## src/hw/stc_regs.svh

```systemverilog
// Register offsets, field positions and reset values of the self-test controls
`ifndef STC_REGS_SVH
`define STC_REGS_SVH
`define STC_IDX_TEST_CONTROL 8'h20
`define STC_IDX_ADC_OUTPUT_TEST 8'h22
`define STC_IDX_AUX_PULLUP 8'h25
`define STC_IDX_IRQ_STATUS 8'h30
`define STC_IDX_IRQ_MASK 8'h31
`define STC_ADDR_TEST_CONTROL 8'h80
`define STC_ADDR_ADC_OUTPUT_TEST 8'h88
`define STC_ADDR_AUX_PULLUP 8'h94
`define STC_ADDR_IRQ_STATUS 8'hc0
`define STC_ADDR_IRQ_MASK 8'hc4
`define STC_TC_ECC_HI 7
`define STC_TC_ECC_LO 5
`define STC_TC_FULL_CAL 4
`define STC_TC_PART_CAL 3
`define STC_TC_DIG_TRIP 2
`define STC_TC_ANA_TRIP 1
`define STC_TC_PROT_TRIP 0
`define STC_AT_SUBST_EN 23
`define STC_AT_VALUE_HI 13
`define STC_AT_VALUE_LO 0
`define STC_ECC_MAX_CODE 3'h4
`define STC_IRQ_CAL_DONE 0
`define STC_IRQ_CAL_FAIL 1
`define STC_IRQ_PART_DROP 2
`define STC_IRQ_ECC_INJECT 3
`define STC_IRQ_WIDTH 4
`define STC_RST_ECC 3'h0
`define STC_RST_SUBST 14'h0000
`define STC_RST_PULLUP 8'h00
`define STC_RST_IRQ 4'h0
`endif

```

## src/hw/stc_pkg.sv

```systemverilog
// Types shared by the self-test control block
`default_nettype none
package stc_pkg;
  typedef enum logic [1:0] {
    STC_CAL_IDLE,
    STC_CAL_FULL,
    STC_CAL_PART
  } stc_cal_state_type;
  typedef struct packed {
    logic valid;
    logic [13:0] value;
  } stc_sample_type;
  typedef struct packed {
    logic start;
    logic full;
    logic abort;
  } stc_cal_req_type;
  typedef struct packed {
    logic done;
    logic fail;
  } stc_cal_rsp_type;
  typedef struct packed {
    logic inject;
    logic [2:0] code;
  } stc_ecc_req_type;
endpackage : stc_pkg
`default_nettype wire

```

## src/hw/stc_ctrl.sv

```systemverilog
// Self-test control register set with APB slave and interrupt
// Functional notes
// - Test control bits 15 to 10 read as zero.
// - Error injection codes 1-4 load user or vendor errors, 0 and 5-7 do nothing.
// - Writing one to the full calibration bit starts a full test, outcome to the fault register.
// - Calibration trigger bits read one while running and zero when done.
// - A full request during a partial test aborts it, clears it and starts full.
// - A partial request while full is set is ignored and its bit cleared.
// - A partial test runs short and never overwrites stored factory results.
// - The digital-die thermal trip bit forces that shutdown and a reset.
// - The analog-die thermal trip bit forces that shutdown and a reset.
// - The protection-check bit simulates the check, power-down and reset.
// - With substitution enabled conversions run but results take the programmed value.
// - The substitute value is 14-bit two's complement.
// - Trim is still applied downstream to the substitute value.
// - ADC output test bits 22 to 14 are reserved and 19 to 14 read zero.
// - One pull-up enable per auxiliary input, bit zero for the first.
//
// Design decision made here: the APB interface to the registers.
`timescale 1ns/1ps
`default_nettype none
`include "stc_regs.svh"
module stc_ctrl (
  input wire logic pclk,
  input wire logic presetn,
  input wire logic psel,
  input wire logic penable,
  input wire logic pwrite,
  input wire logic [7:0] paddr,
  input wire logic [31:0] pwdata,
  output logic [31:0] prdata,
  output logic pready,
  output logic pslverr,
  output stc_pkg::stc_cal_req_type cal_req,
  input wire stc_pkg::stc_cal_rsp_type cal_rsp,
  input wire logic cal_store_req,
  output logic cal_store_we,
  output logic cal_err_update,
  output logic cal_err_value,
  output stc_pkg::stc_ecc_req_type ecc_req,
  output logic digital_die_thermal_trip,
  output logic analog_die_thermal_trip,
  output logic protection_check_trip,
  input wire stc_pkg::stc_sample_type adc_raw,
  output stc_pkg::stc_sample_type adc_pre_trim,
  output logic [7:0] aux_pullup_en,
  output logic irq
);
  import stc_pkg::*;

  // ----------------------------------------
  // Bus decode
  // ----------------------------------------
  wire logic acc = psel && penable;
  wire logic wr = acc && pwrite;
  wire logic hit_tc = paddr == `STC_ADDR_TEST_CONTROL;
  wire logic hit_at = paddr == `STC_ADDR_ADC_OUTPUT_TEST;
  wire logic hit_pu = paddr == `STC_ADDR_AUX_PULLUP;
  wire logic hit_is = paddr == `STC_ADDR_IRQ_STATUS;
  wire logic hit_im = paddr == `STC_ADDR_IRQ_MASK;
  wire logic hit_any = hit_tc || hit_at || hit_pu || hit_is || hit_im;
  wire logic wr_tc = wr && hit_tc;
  wire logic wr_at = wr && hit_at;
  wire logic wr_pu = wr && hit_pu;
  wire logic wr_is = wr && hit_is;
  wire logic wr_im = wr && hit_im;

  // Zero wait states keep the slave trivially predictable
  assign pready = 1'b1;
  assign pslverr = acc && !hit_any;

  // ----------------------------------------
  // Registers
  // ----------------------------------------
  stc_cal_state_type cal_reg, cal_next;
  logic [2:0] ecc_reg;
  logic dig_trip_reg, ana_trip_reg, prot_trip_reg;
  logic subst_en_reg;
  logic [13:0] subst_reg;
  logic [7:0] pullup_reg;
  logic [`STC_IRQ_WIDTH-1:0] irq_sts_reg, irq_sts_next, irq_mask_reg;
  stc_cal_req_type cal_req_reg, cal_req_next;
  stc_ecc_req_type ecc_req_reg;
  stc_sample_type out_reg;
  logic err_upd_reg, err_val_reg;

  function automatic logic ecc_valid(input logic [2:0] code);
    ecc_valid = code != 3'h0 && code <= `STC_ECC_MAX_CODE;
  endfunction : ecc_valid

  // ----------------------------------------
  // Calibration arbitration
  // ----------------------------------------
  wire logic req_full = wr_tc && pwdata[`STC_TC_FULL_CAL];
  wire logic req_part = wr_tc && pwdata[`STC_TC_PART_CAL];
  wire logic cal_busy = cal_reg != STC_CAL_IDLE;
  wire logic cal_end = cal_busy && cal_rsp.done;
  // Partial refused while full runs or is requested in the same write
  wire logic part_drop = req_part && (cal_reg == STC_CAL_FULL || req_full);
  wire logic part_abort = req_full && cal_reg == STC_CAL_PART;

  always_comb begin
    cal_next = cal_reg;
    cal_req_next = '0;
    if (cal_end) begin
      cal_next = STC_CAL_IDLE;
    end
    if (req_full && cal_reg != STC_CAL_FULL) begin
      cal_next = STC_CAL_FULL;
      cal_req_next.start = 1'b1;
      cal_req_next.full = 1'b1;
      cal_req_next.abort = part_abort;
    end else if (req_part && !part_drop && cal_reg == STC_CAL_IDLE) begin
      cal_next = STC_CAL_PART;
      cal_req_next.start = 1'b1;
    end
  end

  always_ff @(posedge pclk or negedge presetn) begin
    if (!presetn) begin
      cal_reg <= STC_CAL_IDLE;
      cal_req_reg <= '0;
    end else begin
      cal_reg <= cal_next;
      cal_req_reg <= cal_req_next;
    end
  end

  assign cal_req = cal_req_reg;
  // Factory results stay untouched by a partial test
  assign cal_store_we = cal_store_req && cal_reg == STC_CAL_FULL;

  // Outcome reported to the device fault register
  always_ff @(posedge pclk or negedge presetn) begin
    if (!presetn) begin
      err_upd_reg <= 1'b0;
      err_val_reg <= 1'b0;
    end else begin
      err_upd_reg <= cal_end && cal_reg == STC_CAL_FULL;
      if (cal_end && cal_reg == STC_CAL_FULL) begin
        err_val_reg <= cal_rsp.fail;
      end
    end
  end

  assign cal_err_update = err_upd_reg;
  assign cal_err_value = err_val_reg;

  // ----------------------------------------
  // Test control, trips and error injection
  // ----------------------------------------
  always_ff @(posedge pclk or negedge presetn) begin
    if (!presetn) begin
      ecc_reg <= `STC_RST_ECC;
      dig_trip_reg <= 1'b0;
      ana_trip_reg <= 1'b0;
      prot_trip_reg <= 1'b0;
      ecc_req_reg <= '0;
    end else begin
      ecc_req_reg.inject <= wr_tc && ecc_valid(pwdata[`STC_TC_ECC_HI:`STC_TC_ECC_LO]);
      if (wr_tc) begin
        ecc_reg <= pwdata[`STC_TC_ECC_HI:`STC_TC_ECC_LO];
        ecc_req_reg.code <= pwdata[`STC_TC_ECC_HI:`STC_TC_ECC_LO];
        dig_trip_reg <= pwdata[`STC_TC_DIG_TRIP];
        ana_trip_reg <= pwdata[`STC_TC_ANA_TRIP];
        prot_trip_reg <= pwdata[`STC_TC_PROT_TRIP];
      end
    end
  end

  assign ecc_req = ecc_req_reg;
  assign digital_die_thermal_trip = dig_trip_reg;
  assign analog_die_thermal_trip = ana_trip_reg;
  assign protection_check_trip = prot_trip_reg;

  // ----------------------------------------
  // ADC output substitution and pull-ups
  // ----------------------------------------
  always_ff @(posedge pclk or negedge presetn) begin
    if (!presetn) begin
      subst_en_reg <= 1'b0;
      subst_reg <= `STC_RST_SUBST;
      pullup_reg <= `STC_RST_PULLUP;
    end else begin
      if (wr_at) begin
        subst_en_reg <= pwdata[`STC_AT_SUBST_EN];
        subst_reg <= pwdata[`STC_AT_VALUE_HI:`STC_AT_VALUE_LO];
      end
      if (wr_pu) begin
        pullup_reg <= pwdata[7:0];
      end
    end
  end

  // Conversion timing is kept; only the value is replaced before trim
  always_ff @(posedge pclk or negedge presetn) begin
    if (!presetn) begin
      out_reg <= '0;
    end else begin
      out_reg.valid <= adc_raw.valid;
      if (adc_raw.valid) begin
        out_reg.value <= subst_en_reg ? subst_reg : adc_raw.value;
      end
    end
  end

  assign adc_pre_trim = out_reg;
  assign aux_pullup_en = pullup_reg;

  // ----------------------------------------
  // Interrupts
  // ----------------------------------------
  wire logic [`STC_IRQ_WIDTH-1:0] irq_evt = {
    ecc_req_reg.inject, part_drop, cal_end && cal_rsp.fail, cal_end};

  // Set beats a simultaneous write-one clear
  always_comb begin
    irq_sts_next = irq_sts_reg;
    if (wr_is) begin
      irq_sts_next = irq_sts_reg & ~pwdata[`STC_IRQ_WIDTH-1:0];
    end
    irq_sts_next = irq_sts_next | irq_evt;
  end

  always_ff @(posedge pclk or negedge presetn) begin
    if (!presetn) begin
      irq_sts_reg <= `STC_RST_IRQ;
      irq_mask_reg <= `STC_RST_IRQ;
    end else begin
      irq_sts_reg <= irq_sts_next;
      if (wr_im) begin
        irq_mask_reg <= pwdata[`STC_IRQ_WIDTH-1:0];
      end
    end
  end

  assign irq = |(irq_sts_reg & irq_mask_reg);

  // ----------------------------------------
  // Read data
  // ----------------------------------------
  wire logic [15:0] tc_rd = {6'h00, 2'h0, ecc_reg,
    cal_reg == STC_CAL_FULL, cal_reg == STC_CAL_PART,
    dig_trip_reg, ana_trip_reg, prot_trip_reg};
  wire logic [23:0] at_rd = {subst_en_reg, 3'h0, 6'h00, subst_reg};

  logic [31:0] rd_mux, rd_data_reg;

  always_comb begin
    rd_mux = 32'h0000_0000;
    if (hit_tc) begin
      rd_mux = {16'h0000, tc_rd};
    end else if (hit_at) begin
      rd_mux = {8'h00, at_rd};
    end else if (hit_pu) begin
      rd_mux = {24'h00_0000, pullup_reg};
    end else if (hit_is) begin
      rd_mux = {28'h000_0000, irq_sts_reg};
    end else if (hit_im) begin
      rd_mux = {28'h000_0000, irq_mask_reg};
    end
  end

  // Captured in the setup phase; a status bit set in that cycle shows on the next read
  always_ff @(posedge pclk or negedge presetn) begin
    if (!presetn) begin
      rd_data_reg <= 32'h0000_0000;
    end else if (psel && !penable) begin
      rd_data_reg <= rd_mux;
    end
  end

  assign prdata = rd_data_reg;
endmodule : stc_ctrl
`default_nettype wire

```

## config.mk

```make
export PLATFORM = sky130hd
export DESIGN_NAME = stc_ctrl
export DESIGN_NICKNAME = d
export VERILOG_FILES = /design/src/hw/stc_pkg.sv /design/src/hw/stc_ctrl.sv
export VERILOG_INCLUDE_DIRS = /design/src /design/src/hw
export SDC_FILE = /design/constraint.sdc
export NUM_CORES = 1
export LEC_CHECK = 0
export BUFFER_PORTS_ARGS = -buffer_cell sky130_fd_sc_hd__buf_2
export CELL_PAD_IN_SITES_DETAIL_PLACEMENT = 1
export CELL_PAD_IN_SITES_GLOBAL_PLACEMENT = 1
export CORE_MARGIN = 1.5
export CORE_UTILIZATION = 35
export CTS_BUF_LIST = sky130_fd_sc_hd__clkbuf_4
export CTS_CLUSTER_DIAMETER = 30
export DETAILED_ROUTE_END_ITERATION = 6
export HOLD_SLACK_MARGIN = 0.03
export PLACE_DENSITY = 0.9
export REMOVE_ABC_BUFFERS = 1
export SLEW_MARGIN = 5
export SYNTH_ARGS = -nofsm -noshare
export SYNTH_HDL_FRONTEND = slang
export SYNTH_SLANG_ARGS = --single-unit
```

## constraint.sdc

```tcl
create_clock -name pclk -period 1.6 [get_ports pclk]
set_input_delay 0.32 -clock pclk [delete_from_list [all_inputs] [get_ports pclk]]
set_output_delay 0.32 -clock pclk [all_outputs]
set_load 0.02 [all_outputs]
```

==> key figures, run 1 <==
Floorplanning
  • I/O Pins: 134
  • Die ar.: approximately 11000 um2
  • Initial Util: between 30% and 40%
  • FP Rows: 36
  • Die height: 104 um
  • Core area: a little under 10000 um2
  • Die Wd: slightly above 100 um

Job
  • Max Cap Viol: 0

Logic synthesis
  • Cell accounting for the most synthesized area: dfrtp_1
  • Post-Syn Area per Cell: between 10 and 15 um2
  • Synthesized flop and latch total: 75
  • Yosys warns: 0
  • Area of the mapped netlist: ~3500 um2
  • Distinct cells, synth: 44
  • Synth Instances: 313
  • Top-area cell type share of the netlist area: 53.1%
  • Synth top area cells: dfrtp_1 53%, mux2_2 8.0%, nand2_1 4.7%
  • Sequential fraction of the synthesis area: 53.1%

Placement
  • Placed Area: ~4300 um2
  • Dpl hpwl: between 7 and 8 mm
  • Inst Count DP: between 500 and 600
  • Port Buf Inserts: 98
  • GP Congestion: 0.824

GRT
  • Pin count of the biggest net entering global routing: roughly 40
  • Total gr overflow: 0
  • Tot GR Track Use: about a fifth
  • Vias in the first global route: 3229
  • Initial antenna violation count: 0
  • First-pass GRT wire length: roughly 17 mm

Setup path
  • Critical Path RT: 1.28 ns
  • Critical Path AT: 1.49 ns
  • Critical path class: input port to output pin
  • Crit start category: input port
  • CP Capture Type: output pin
  • Max Fanout on Critical Path: 2

Power
  • LEAKAGE: 2.37 nW
  • Clock share of power: around a third
  • Worst IR Drop VDD: roughly 0.00033 V
  • PwrDens: between 800 and 900 nW/um2
  • Sw Pwr: around 0.0011 W
  • Sw Share: a little over a quarter
  • Internal Power: roughly 0.0028 W
  • Power share of the sequential group: between 50% and 60%
  • Power share of the combinational group: between 10 and 15%

Layout
  • Multi-input gate area: 1540 um2
  • Ant. Diodes: 0
  • Area Growth Syn to Fin: 30.8%
  • Fin cells: between 500 and 600
  • Most common cell after layout, fill and taps aside: buf_2
  • Nets: 512
  • Final instance area: 4620 um2
  • Fin util: ~47%
  • Most frequent cells in the layout: 92 x buf_2, 75 x dfrtp_1, 44 x nand2_1
  • Register area: between 1500 and 2000 um2
  • Share of layout cells above drive strength 1: between 40% and 50%
  • Filler cells: between 1000 and 1500

Clocking
  • H-tree levels: 3
  • Later-pin clock latency in the skew report: around 0.40 ns
  • Clock slew at reported path FFs: around 0.12 ns
  • TritonCTS Sinks: 75
  • TritonCTS Buffers: 9
  • CTS tree: yes
  • Clock Tree Buf Depth: 2
  • Root Buffer: clkbuf_4

Route
  • DR WL/cell: between 15 and 20 um
  • Wirelength, routed: about 11 mm
  • DRT iter0 DRCs: 115
  • DRC Markers: 0
  • Antenna-violating nets left: 0
  • Via count: a little under 3000
  • Vias per inst: between 5 and 6
  • TritonRoute pass-1 iters: 4

STA
  • TNS Setup: -0.343 ns
  • Fin worst setup slack: -0.213 ns
  • Fin crit period: between 1.5 and 2 ns
  • Max-slew headroom: between 60% and 70%
  • Final setup violation count: 9
  • Hold Violations, Final: 0
  • Least-Margin Pin Slew: 0.525 ns
  • RSZ-0062 raised after global routing: yes
  • Period Utilization, post-route: 113%
  • Pins Over Slew Limit: 0
  • Max Freq: between 500 and 600 MHz
  • Setup Skew: between 0.01 and 0.015 ns

Outcome
  • Failing checks: setup timing
  • Status: finished, violations left

Hold path
  • Hold Crit Class: input port to register
cell usage after synthesis (all sizes together):
library cell / count
o21ai: 11
a32o: 1
and4: 2
nor2b: 1
a221oi: 4
o21bai: 1
nor4: 2
nand3b: 1
clkbuf: 8
a22o: 1
nor4bb: 1
mux2i: 14
o311ai: 2
mux2: 35
nand4: 1
nor3b: 1
nand2b: 3
xor2: 1
or3: 3
a21oi: 19
buf: 23
o211ai: 2
xnor2: 1
nor2: 24
nor3: 6
inv: 4
o2bb2ai: 2
a41oi: 1
conb: 2
a22oi: 9
a21o: 1
nand3: 1
dfrtp: 75
or4: 1
or4b: 1
and3: 3
nand2: 45
power groups by stage:
| stage | sequential (W) | clock [W] | combinational, W |
|---|---|---|---|
| 6_report | 0.00201 | 0.00131 | 0.000526 |
| 5_1_grt | 0.00202 | 0.00141 | 0.000571 |
| 4_1_cts | 0.00201 | 0.00134 | 0.000524 |
| 3_5_place_dp | 0.00204 | 0 | 0.000502 |
| 3_3_place_gp | 0.00204 | 0 | 0.000483 |
| 2_1_floorplan | 0.00210 | 0 | 0.000163 |
worst max-delay path: stages:
cell	delay, ns
buf_6	0.09
or4b_4	0.56
nor3_4	0.20
buf_6	0.15
nor2_4	0.03
buf_6	0.13
per-stage QoR:
| stage | power [W] | hold WS, ns | setup slack [ns] |
|---|---|---|---|
| 2_1_floorplan | 0.00227 | 0.0244 | -0.241 |
| 3_3_place_gp | 0.00252 | 0.205 | -0.428 |
| 3_5_place_dp | 0.00255 | 0.211 | -0.413 |
| 4_1_cts | 0.00387 | 0.103 | -0.210 |
| 5_1_grt | 0.00400 | 0.0908 | -0.260 |
| 6_report | 0.00384 | 0.134 | -0.213 |
logic make-up after synthesis:
family          share of synthesized area [%]
compound gates                           9.77
mux                                      16.2
buf+inv                                  6.09
xor+xnor                                0.495
flops                                    53.1
simple gates                             14.2
other cells                             0.212
timing repair:
item | CTS | global route
hold endpoints to repair | 15 | 0
hold buffers | 1 | 0
setup endpoints to repair | 3 | 22
pin swaps | 4 | 3
gates resized for setup | 12 | 9
setup buffers | 7 | 1
final timing paths:
| check | slack [ns] | cells after the start | from | endpoint |
|---|---|---|---|---|
| min in group asynchronous | 0.31 | 2 | presetn | adc_pre_trim[7] |
| worst max register to register | 0.18 | 5 | irq_mask_reg[3] | prdata[3] |
| worst min register to register | 0.50 | 2 | prdata[10] | prdata[10] |
| max in group asynchronous | 0.74 | 3 | presetn | prdata[12] |
| worst min-delay path | 0.13 | 2 | pwdata[10] | subst_reg[10] |
| worst max-delay path | -0.21 | 6 | paddr[6] | pslverr |
area by class of cell:
class / instances / share of cell area (%)
timing repair buffer: 140 / 18.6
clock inverter: 7 / 2.00
tap: 133 / 3.60
clock buffer: 9 / 1.46
inverter: 4 / 0.325
sequential: 75 / 40.6
multi-input combinational: 219 / 33.4
layer usage:
metal | vias up | track usage, % | share of wire, %
met5 | - | 0 | 0
li1 | 1345 | - | -
met1 | 1483 | 25.2 | 42
met4 | 0 | 6.55 | 1.4
met2 | 104 | 36.5 | 52
met3 | 10 | 4.28 | 4.5
Power figures use the tool's default switching activity.
==> run 2: changes to the inputs <==
--- a/config.mk
+++ b/config.mk
@@ -8,15 +8,14 @@
 export LEC_CHECK = 0
 export BUFFER_PORTS_ARGS = -buffer_cell sky130_fd_sc_hd__buf_2
 export CELL_PAD_IN_SITES_DETAIL_PLACEMENT = 1
-export CELL_PAD_IN_SITES_GLOBAL_PLACEMENT = 1
+export CELL_PAD_IN_SITES_GLOBAL_PLACEMENT = 2
 export CORE_MARGIN = 1.5
-export CORE_UTILIZATION = 35
+export CORE_UTILIZATION = 28
 export CTS_BUF_LIST = sky130_fd_sc_hd__clkbuf_4
 export CTS_CLUSTER_DIAMETER = 30
 export DETAILED_ROUTE_END_ITERATION = 6
 export HOLD_SLACK_MARGIN = 0.03
-export PLACE_DENSITY = 0.9
-export REMOVE_ABC_BUFFERS = 1
+export PLACE_DENSITY = 0.89
 export SLEW_MARGIN = 5
 export SYNTH_ARGS = -nofsm -noshare
 export SYNTH_HDL_FRONTEND = slang
==> run 2 against run 1 <==
  * The run still ends with setup timing left
  * Clock power decreased by 8%
  * Via count decreased by 1.9%
  * Die area increased by 24%
  * Core utilization decreased by 8.5 points
  * Combinational power increased by 2%
  * Global-route usage decreased by 4.5 points
  * Sequential power about the same
  * Register-to-register slack improved by 0.07 ns
  * Clock skew decreased by 0.0011 ns
  * Largest cell class unchanged
  * Highest routed layer unchanged
==> key figures, run 2 (synthesized netlist as in run 1, its figures left out) <==
Clocking
  • H-tree levels: 3
  • CTS tree: yes
  • Clock slew at reported path FFs: roughly 0.13 ns
  • Root Buffer: clkbuf_4
  • Later-pin clock latency in the skew report: between 0.4 and 0.5 ns
  • Clock Tree Buf Depth: 2
  • TritonCTS Buffers: 9
  • TritonCTS Sinks: 75

Setup path
  • Largest stage delay, worst path: ~0.57 ns
  • Highest-delay cell along the critical path: or4b_4
  • Worst reg2reg path startpoint: cal_reg[1]
  • R2R depth: 5
  • CP dominant cell by count: buf_6
  • Critical path class: input port to output pin
  • Crit start category: input port
  • Critical Path AT: around 1.4 ns
  • Max Fanout on Critical Path: 2
  • Critical R2R Capture: irq_sts_reg[2]
  • Worst path cell trace: buf_6 -> or4b_4 -> nor3_4 -> nor2_2 -> buf_6
  • Bufs and invs on worst path: 2
  • Crit path max-delay family: simple AND/OR/NAND/NOR gates
  • Critical Path RT: roughly 1.3 ns
  • R2R setup slack: 0.25 ns
  • CP Capture Type: output pin

Floorplanning
  • Die height: ~120 um
  • Initial Util: between 20% and 30%
  • Die ar.: between 10000 and 15000 um2
  • Core area: roughly 12000 um2
  • FP Rows: 40
  • Die Wd: around 120 um
  • I/O Pins: around 130

Power
  • Tot Pwr: 0.00376 W
  • PwrDens: approximately 800 nW/um2
  • LEAKAGE: 2.40 nW
  • Worst IR Drop VDD: 0.000303 V

Layout
  • Fin cells: around 630
  • Nets: between 500 and 600
  • Fin util: between 30% and 40%
  • Share of layout cells above drive strength 1: between 40 and 50%
  • Multi-input gate area: around 1600 um2
  • Area Growth Syn to Fin: 33.5%
  • Register area: 1880 um2
  • Most frequent cells in the layout: 93 x buf_2, 75 x dfrtp_1, 45 x buf_4
  • Ant. Diodes: 0
  • Filler cells: about 1400
  • Final instance area: around 4700 um2
  • Most common cell after layout, fill and taps aside: buf_2

STA
  • Max Freq: around 600 MHz
  • Pins Over Slew Limit: 0
  • Period Utilization, post-route: 106%
  • Fin crit period: ~1.7 ns
  • Least-Margin Pin Slew: between 0.5 and 0.6 ns
  • Setup Skew: slightly above 0.009 ns
  • Hold Violations, Final: 0
  • Final setup violation count: 1
  • Fin worst setup slack: -0.0929 ns
  • RSZ-0062 raised after global routing: yes
  • Max-slew headroom: approximately 67%

Placement
  • Port Buf Inserts: around 100
  • GP Congestion: slightly above 0.8
  • Dpl hpwl: a little under 8 mm
  • Placed Area: 4410 um2
  • Setup WS pre-CTS: -0.394 ns
  • Inst Count DP: 599

Outcome
  • Status: finished, violations left
  • Failing checks: setup timing

Route
  • DRC Markers: 0
  • Wirelength, routed: 10.4 mm
  • Vias per inst: about 4.6
  • Via count: 2887
  • TritonRoute pass-1 iters: 4
  • DRT iter0 DRCs: 140
  • Antenna-violating nets left: 0
  • DR WL/cell: between 15 and 20 um

Hold path
  • WHS Endpoint: subst_reg[8]
  • Hold_sp: pwdata[8]
  • Worst hold stages: 2
  • Hold Crit Class: input port to register

GRT
  • Tot GR Track Use: between 10% and 20%
  • Vias in the first global route: a little over 3000
  • Total gr overflow: 0
  • Initial antenna violation count: 0
  • First-pass GRT wire length: ~16 mm
  • Pin count of the biggest net entering global routing: between 70 and 80

Job
  • Max Cap Viol: 0
run 2: timing repair:
action,in CTS,in global routing
endpoints found under the setup margin,3,18
pin swaps,4,5
buffers inserted,7,3
hold endpoints to repair,75,0
hold buffers,1,0
gates resized for setup,8,11
run 2: worst max path at each step:
stage,from,endpoint,cells after the start
6_report,paddr[6],pslverr,5
5_1_grt,paddr[4],pslverr,5
4_1_cts,paddr[6],pslverr,5
3_5_place_dp,paddr[5],prdata[13],5
3_3_place_gp,paddr[5],cal_req[2],5
2_1_floorplan,paddr[5],subst_en_reg,6
run 2: where the power goes:
group,internal [W],switching [W],leakage [nW]
registers,0.00196,0.0000437,0.990
logic,0.000208,0.000330,1.33
clock network,0.000486,0.000728,0.0729
total,0.00266,0.00110,2.40
run 2: worst reg2reg max path: cells and delay by family (launching register included):
kind / cells / cell delay, ns
flip-flops: 1 / 0.41
AO/OA/AOI/OAI: 2 / 0.35
AND/OR/NAND/NOR: 1 / 0.27
buffers and inverters: 2 / 0.25
run 2: per-stage QoR:
stage,setup TNS (ns),hold slack [ns]
after floorplan,-7.90,0.0244
after global placement,-14.68,0.366
after detailed placement,-16.42,0.373
after CTS,-0.181,0.0724
after global routing,-0.195,0.0822
final,-0.0929,0.0980
run 2: layer usage:
metal	up-vias	GRT usage, %	part of all wire [%]
li1	1347	-	-
met1	1431	20.2	44
met2	96	26.9	48
met5	-	0	0
met3	13	4.11	6.1
met4	0	5.84	1.6
run 2: area by class of cell:
| type | instances | area share (%) |
|---|---|---|
| Tap cell | 168 | 4.45 |
| Sequential cell | 75 | 39.8 |
| Timing Repair Buffer | 144 | 18.6 |
| Inverter | 4 | 0.318 |
| Multi-Input combinational cell | 219 | 33.8 |
| Clock buffer | 9 | 1.43 |
| Clock inverter | 7 | 1.62 |
==> run 3: changes to the inputs <==
--- a/config.mk
+++ b/config.mk
@@ -14,7 +14,9 @@
 export CTS_BUF_LIST = sky130_fd_sc_hd__clkbuf_4
 export CTS_CLUSTER_DIAMETER = 30
 export DETAILED_ROUTE_END_ITERATION = 6
+export GPL_ROUTABILITY_DRIVEN = 1
 export HOLD_SLACK_MARGIN = 0.03
+export MAX_ROUTING_LAYER = met4
 export PLACE_DENSITY = 0.89
 export SLEW_MARGIN = 5
 export SYNTH_ARGS = -nofsm -noshare
==> run 3 against run 2 <==
  * The flow still finishes with violations (setup timing)
  * Global-route usage grew 0.50 points
  * Clock-buffer cell count is the same
  * Setup slack is essentially flat
  * Register-to-register slack is essentially flat
  * Clock skew shrank 0.00073 ns
==> key figures, run 3 (synthesized netlist as in run 1, its figures left out) <==
Outcome
  • Status: finished, violations left
  • Failing checks: setup timing

Setup path
  • Critical Path AT: 1.37 ns
  • Worst reg2reg path startpoint: cal_reg[1]
  • Critical R2R Capture: irq_sts_reg[2]
  • Crit start category: input port
  • Max Fanout on Critical Path: 2
  • CP Capture Type: output pin
  • Critical path class: input port to output pin
  • R2R setup slack: ~0.25 ns
  • Critical Path RT: approximately 1.3 ns
  • R2R depth: 5

Floorplanning
  • Core area: approximately 12000 um2
  • Die Wd: ~120 um
  • Initial Util: between 20% and 30%
  • Die ar.: ~13000 um2
  • I/O Pins: ~130
  • FP Rows: 40
  • Die height: between 100 and 150 um

Layout
  • Most frequent cells in the layout: 93 x buf_2, 75 x dfrtp_1, 45 x buf_4
  • Ant. Diodes: 0
  • Fin util: approximately 39%
  • Filler cells: ~1400
  • Area Growth Syn to Fin: 33.5%
  • Share of layout cells above drive strength 1: 46.5%
  • Nets: between 500 and 600
  • Most common cell after layout, fill and taps aside: buf_2

GRT
  • Initial antenna violation count: 0
  • First-pass GRT wire length: 16.3 mm
  • Total gr overflow: 0
  • Pin count of the biggest net entering global routing: between 70 and 80
  • Vias in the first global route: ~3100
  • Tot GR Track Use: between 15 and 20%

Clocking
  • Clock Tree Buf Depth: 2
  • CTS tree: yes
  • Later-pin clock latency in the skew report: approximately 0.44 ns
  • H-tree levels: 3
  • Root Buffer: clkbuf_4
  • Clock slew at reported path FFs: about 0.13 ns
  • TritonCTS Buffers: 9
  • TritonCTS Sinks: 75

Job
  • Max Cap Viol: 0

STA
  • Fin crit period: 1.69 ns
  • Fin worst setup slack: -0.0925 ns
  • Hold Violations, Final: 0
  • Least-Margin Pin Slew: 0.501 ns
  • Period Utilization, post-route: 106%
  • TNS Setup: -0.0925 ns
  • Max-slew headroom: 66.6%
  • Setup Skew: between 0.008 and 0.009 ns
  • Final setup violation count: 1
  • RSZ-0062 raised after global routing: yes
  • Max Freq: 591 MHz
  • Pins Over Slew Limit: 0

Route
  • Via count: around 2900
  • Vias per inst: 4.62
  • DRT met1 WL: about 4.6 mm
  • Wirelength, routed: a little over 10 mm
  • Met2 WL: about 5.0 mm
  • Antenna-violating nets left: 0
  • DRT iter0 DRCs: approximately 130
  • Met3 routed WL: 582 um
  • DR WL/cell: 16.6 um
  • Top sig layer: met4
  • TritonRoute pass-1 iters: 5
  • DRC Markers: 0

Power
  • LEAKAGE: 2.40 nW
  • Worst IR Drop VDD: 0.000301 V
  • PwrDens: slightly below 800 nW/um2

Placement
  • GP Congestion: ~0.82
  • Dpl hpwl: 7.82 mm
  • Port Buf Inserts: slightly below 100

Hold path
  • WHS Endpoint: subst_reg[8]
  • Hold Crit Class: input port to register
  • Hold_sp: pwdata[8]
  • Worst hold stages: 2
run 3: cell counts in the layout (fill, tap and decap cells not counted):
No cell type changed its count.
run 3: final cells by class:
type	instances	area [um2]	share of cell area (%)
Clock inverter	7	76.3	1.62
Clock buffer	9	67.6	1.43
Timing Repair Buffer	144	878	18.6
Sequential cell	75	1880	39.8
Multi-Input combinational cell	219	1600	33.8
Tap cell	168	210	4.45
Inverter	4	15.0	0.318
run 3: per-layer routing:
layer / vias up / track usage (%)
li1: 1345 / -
met1: 1432 / 20.5
met2: 97 / 26.8
met3: 15 / 3.74
met4: 0 / 5.84
met5: - / -
run 3: timing repair:
| action | CTS | global route |
|---|---|---|
| endpoints found under the setup margin | 3 | 18 |
| pin swaps | 4 | 5 |
| hold buffers | 1 | 0 |
| setup buffers | 7 | 3 |
| gates resized for setup | 8 | 11 |
| hold endpoints to repair | 75 | 0 |
run 3: stage by stage:
step           power [W]  setup WS [ns]  cell area (um2)  hold WS [ns]  instances
2_1_floorplan    0.00232         -0.287             3650        0.0244        329
3_3_place_gp     0.00254         -0.329             4410         0.366        599
3_5_place_dp     0.00256         -0.394             4410         0.373        599
4_1_cts          0.00378         -0.145             4640        0.0724        623
5_1_grt          0.00393         -0.117             4720        0.0819        626
6_report         0.00376        -0.0925             4720         0.102        626
run 3: worst max-delay path by stage:
stage,start,end,slack (ns)
finish,paddr[6],pslverr,-0.09
global placement,paddr[5],cal_req[2],-0.33
CTS,paddr[6],pslverr,-0.14
global route,paddr[4],pslverr,-0.12
floorplan,paddr[5],subst_en_reg,-0.29
detailed placement,paddr[5],prdata[13],-0.39
run 3: where the power goes:
part / total (W) / internal (W) / switching, W
registers: 0.00201 / 0.00196 / 0.0000434
logic: 0.000537 / 0.000208 / 0.000330
clock network: 0.00121 / 0.000486 / 0.000726
total: 0.00376 / 0.00266 / 0.00110
run 3: worst max-delay path, cell delays in order:
cell and delay [ns]:
buf_6 0.09, or4b_4 0.57, nor3_4 0.16, nor2_2 0.09, buf_6 0.14
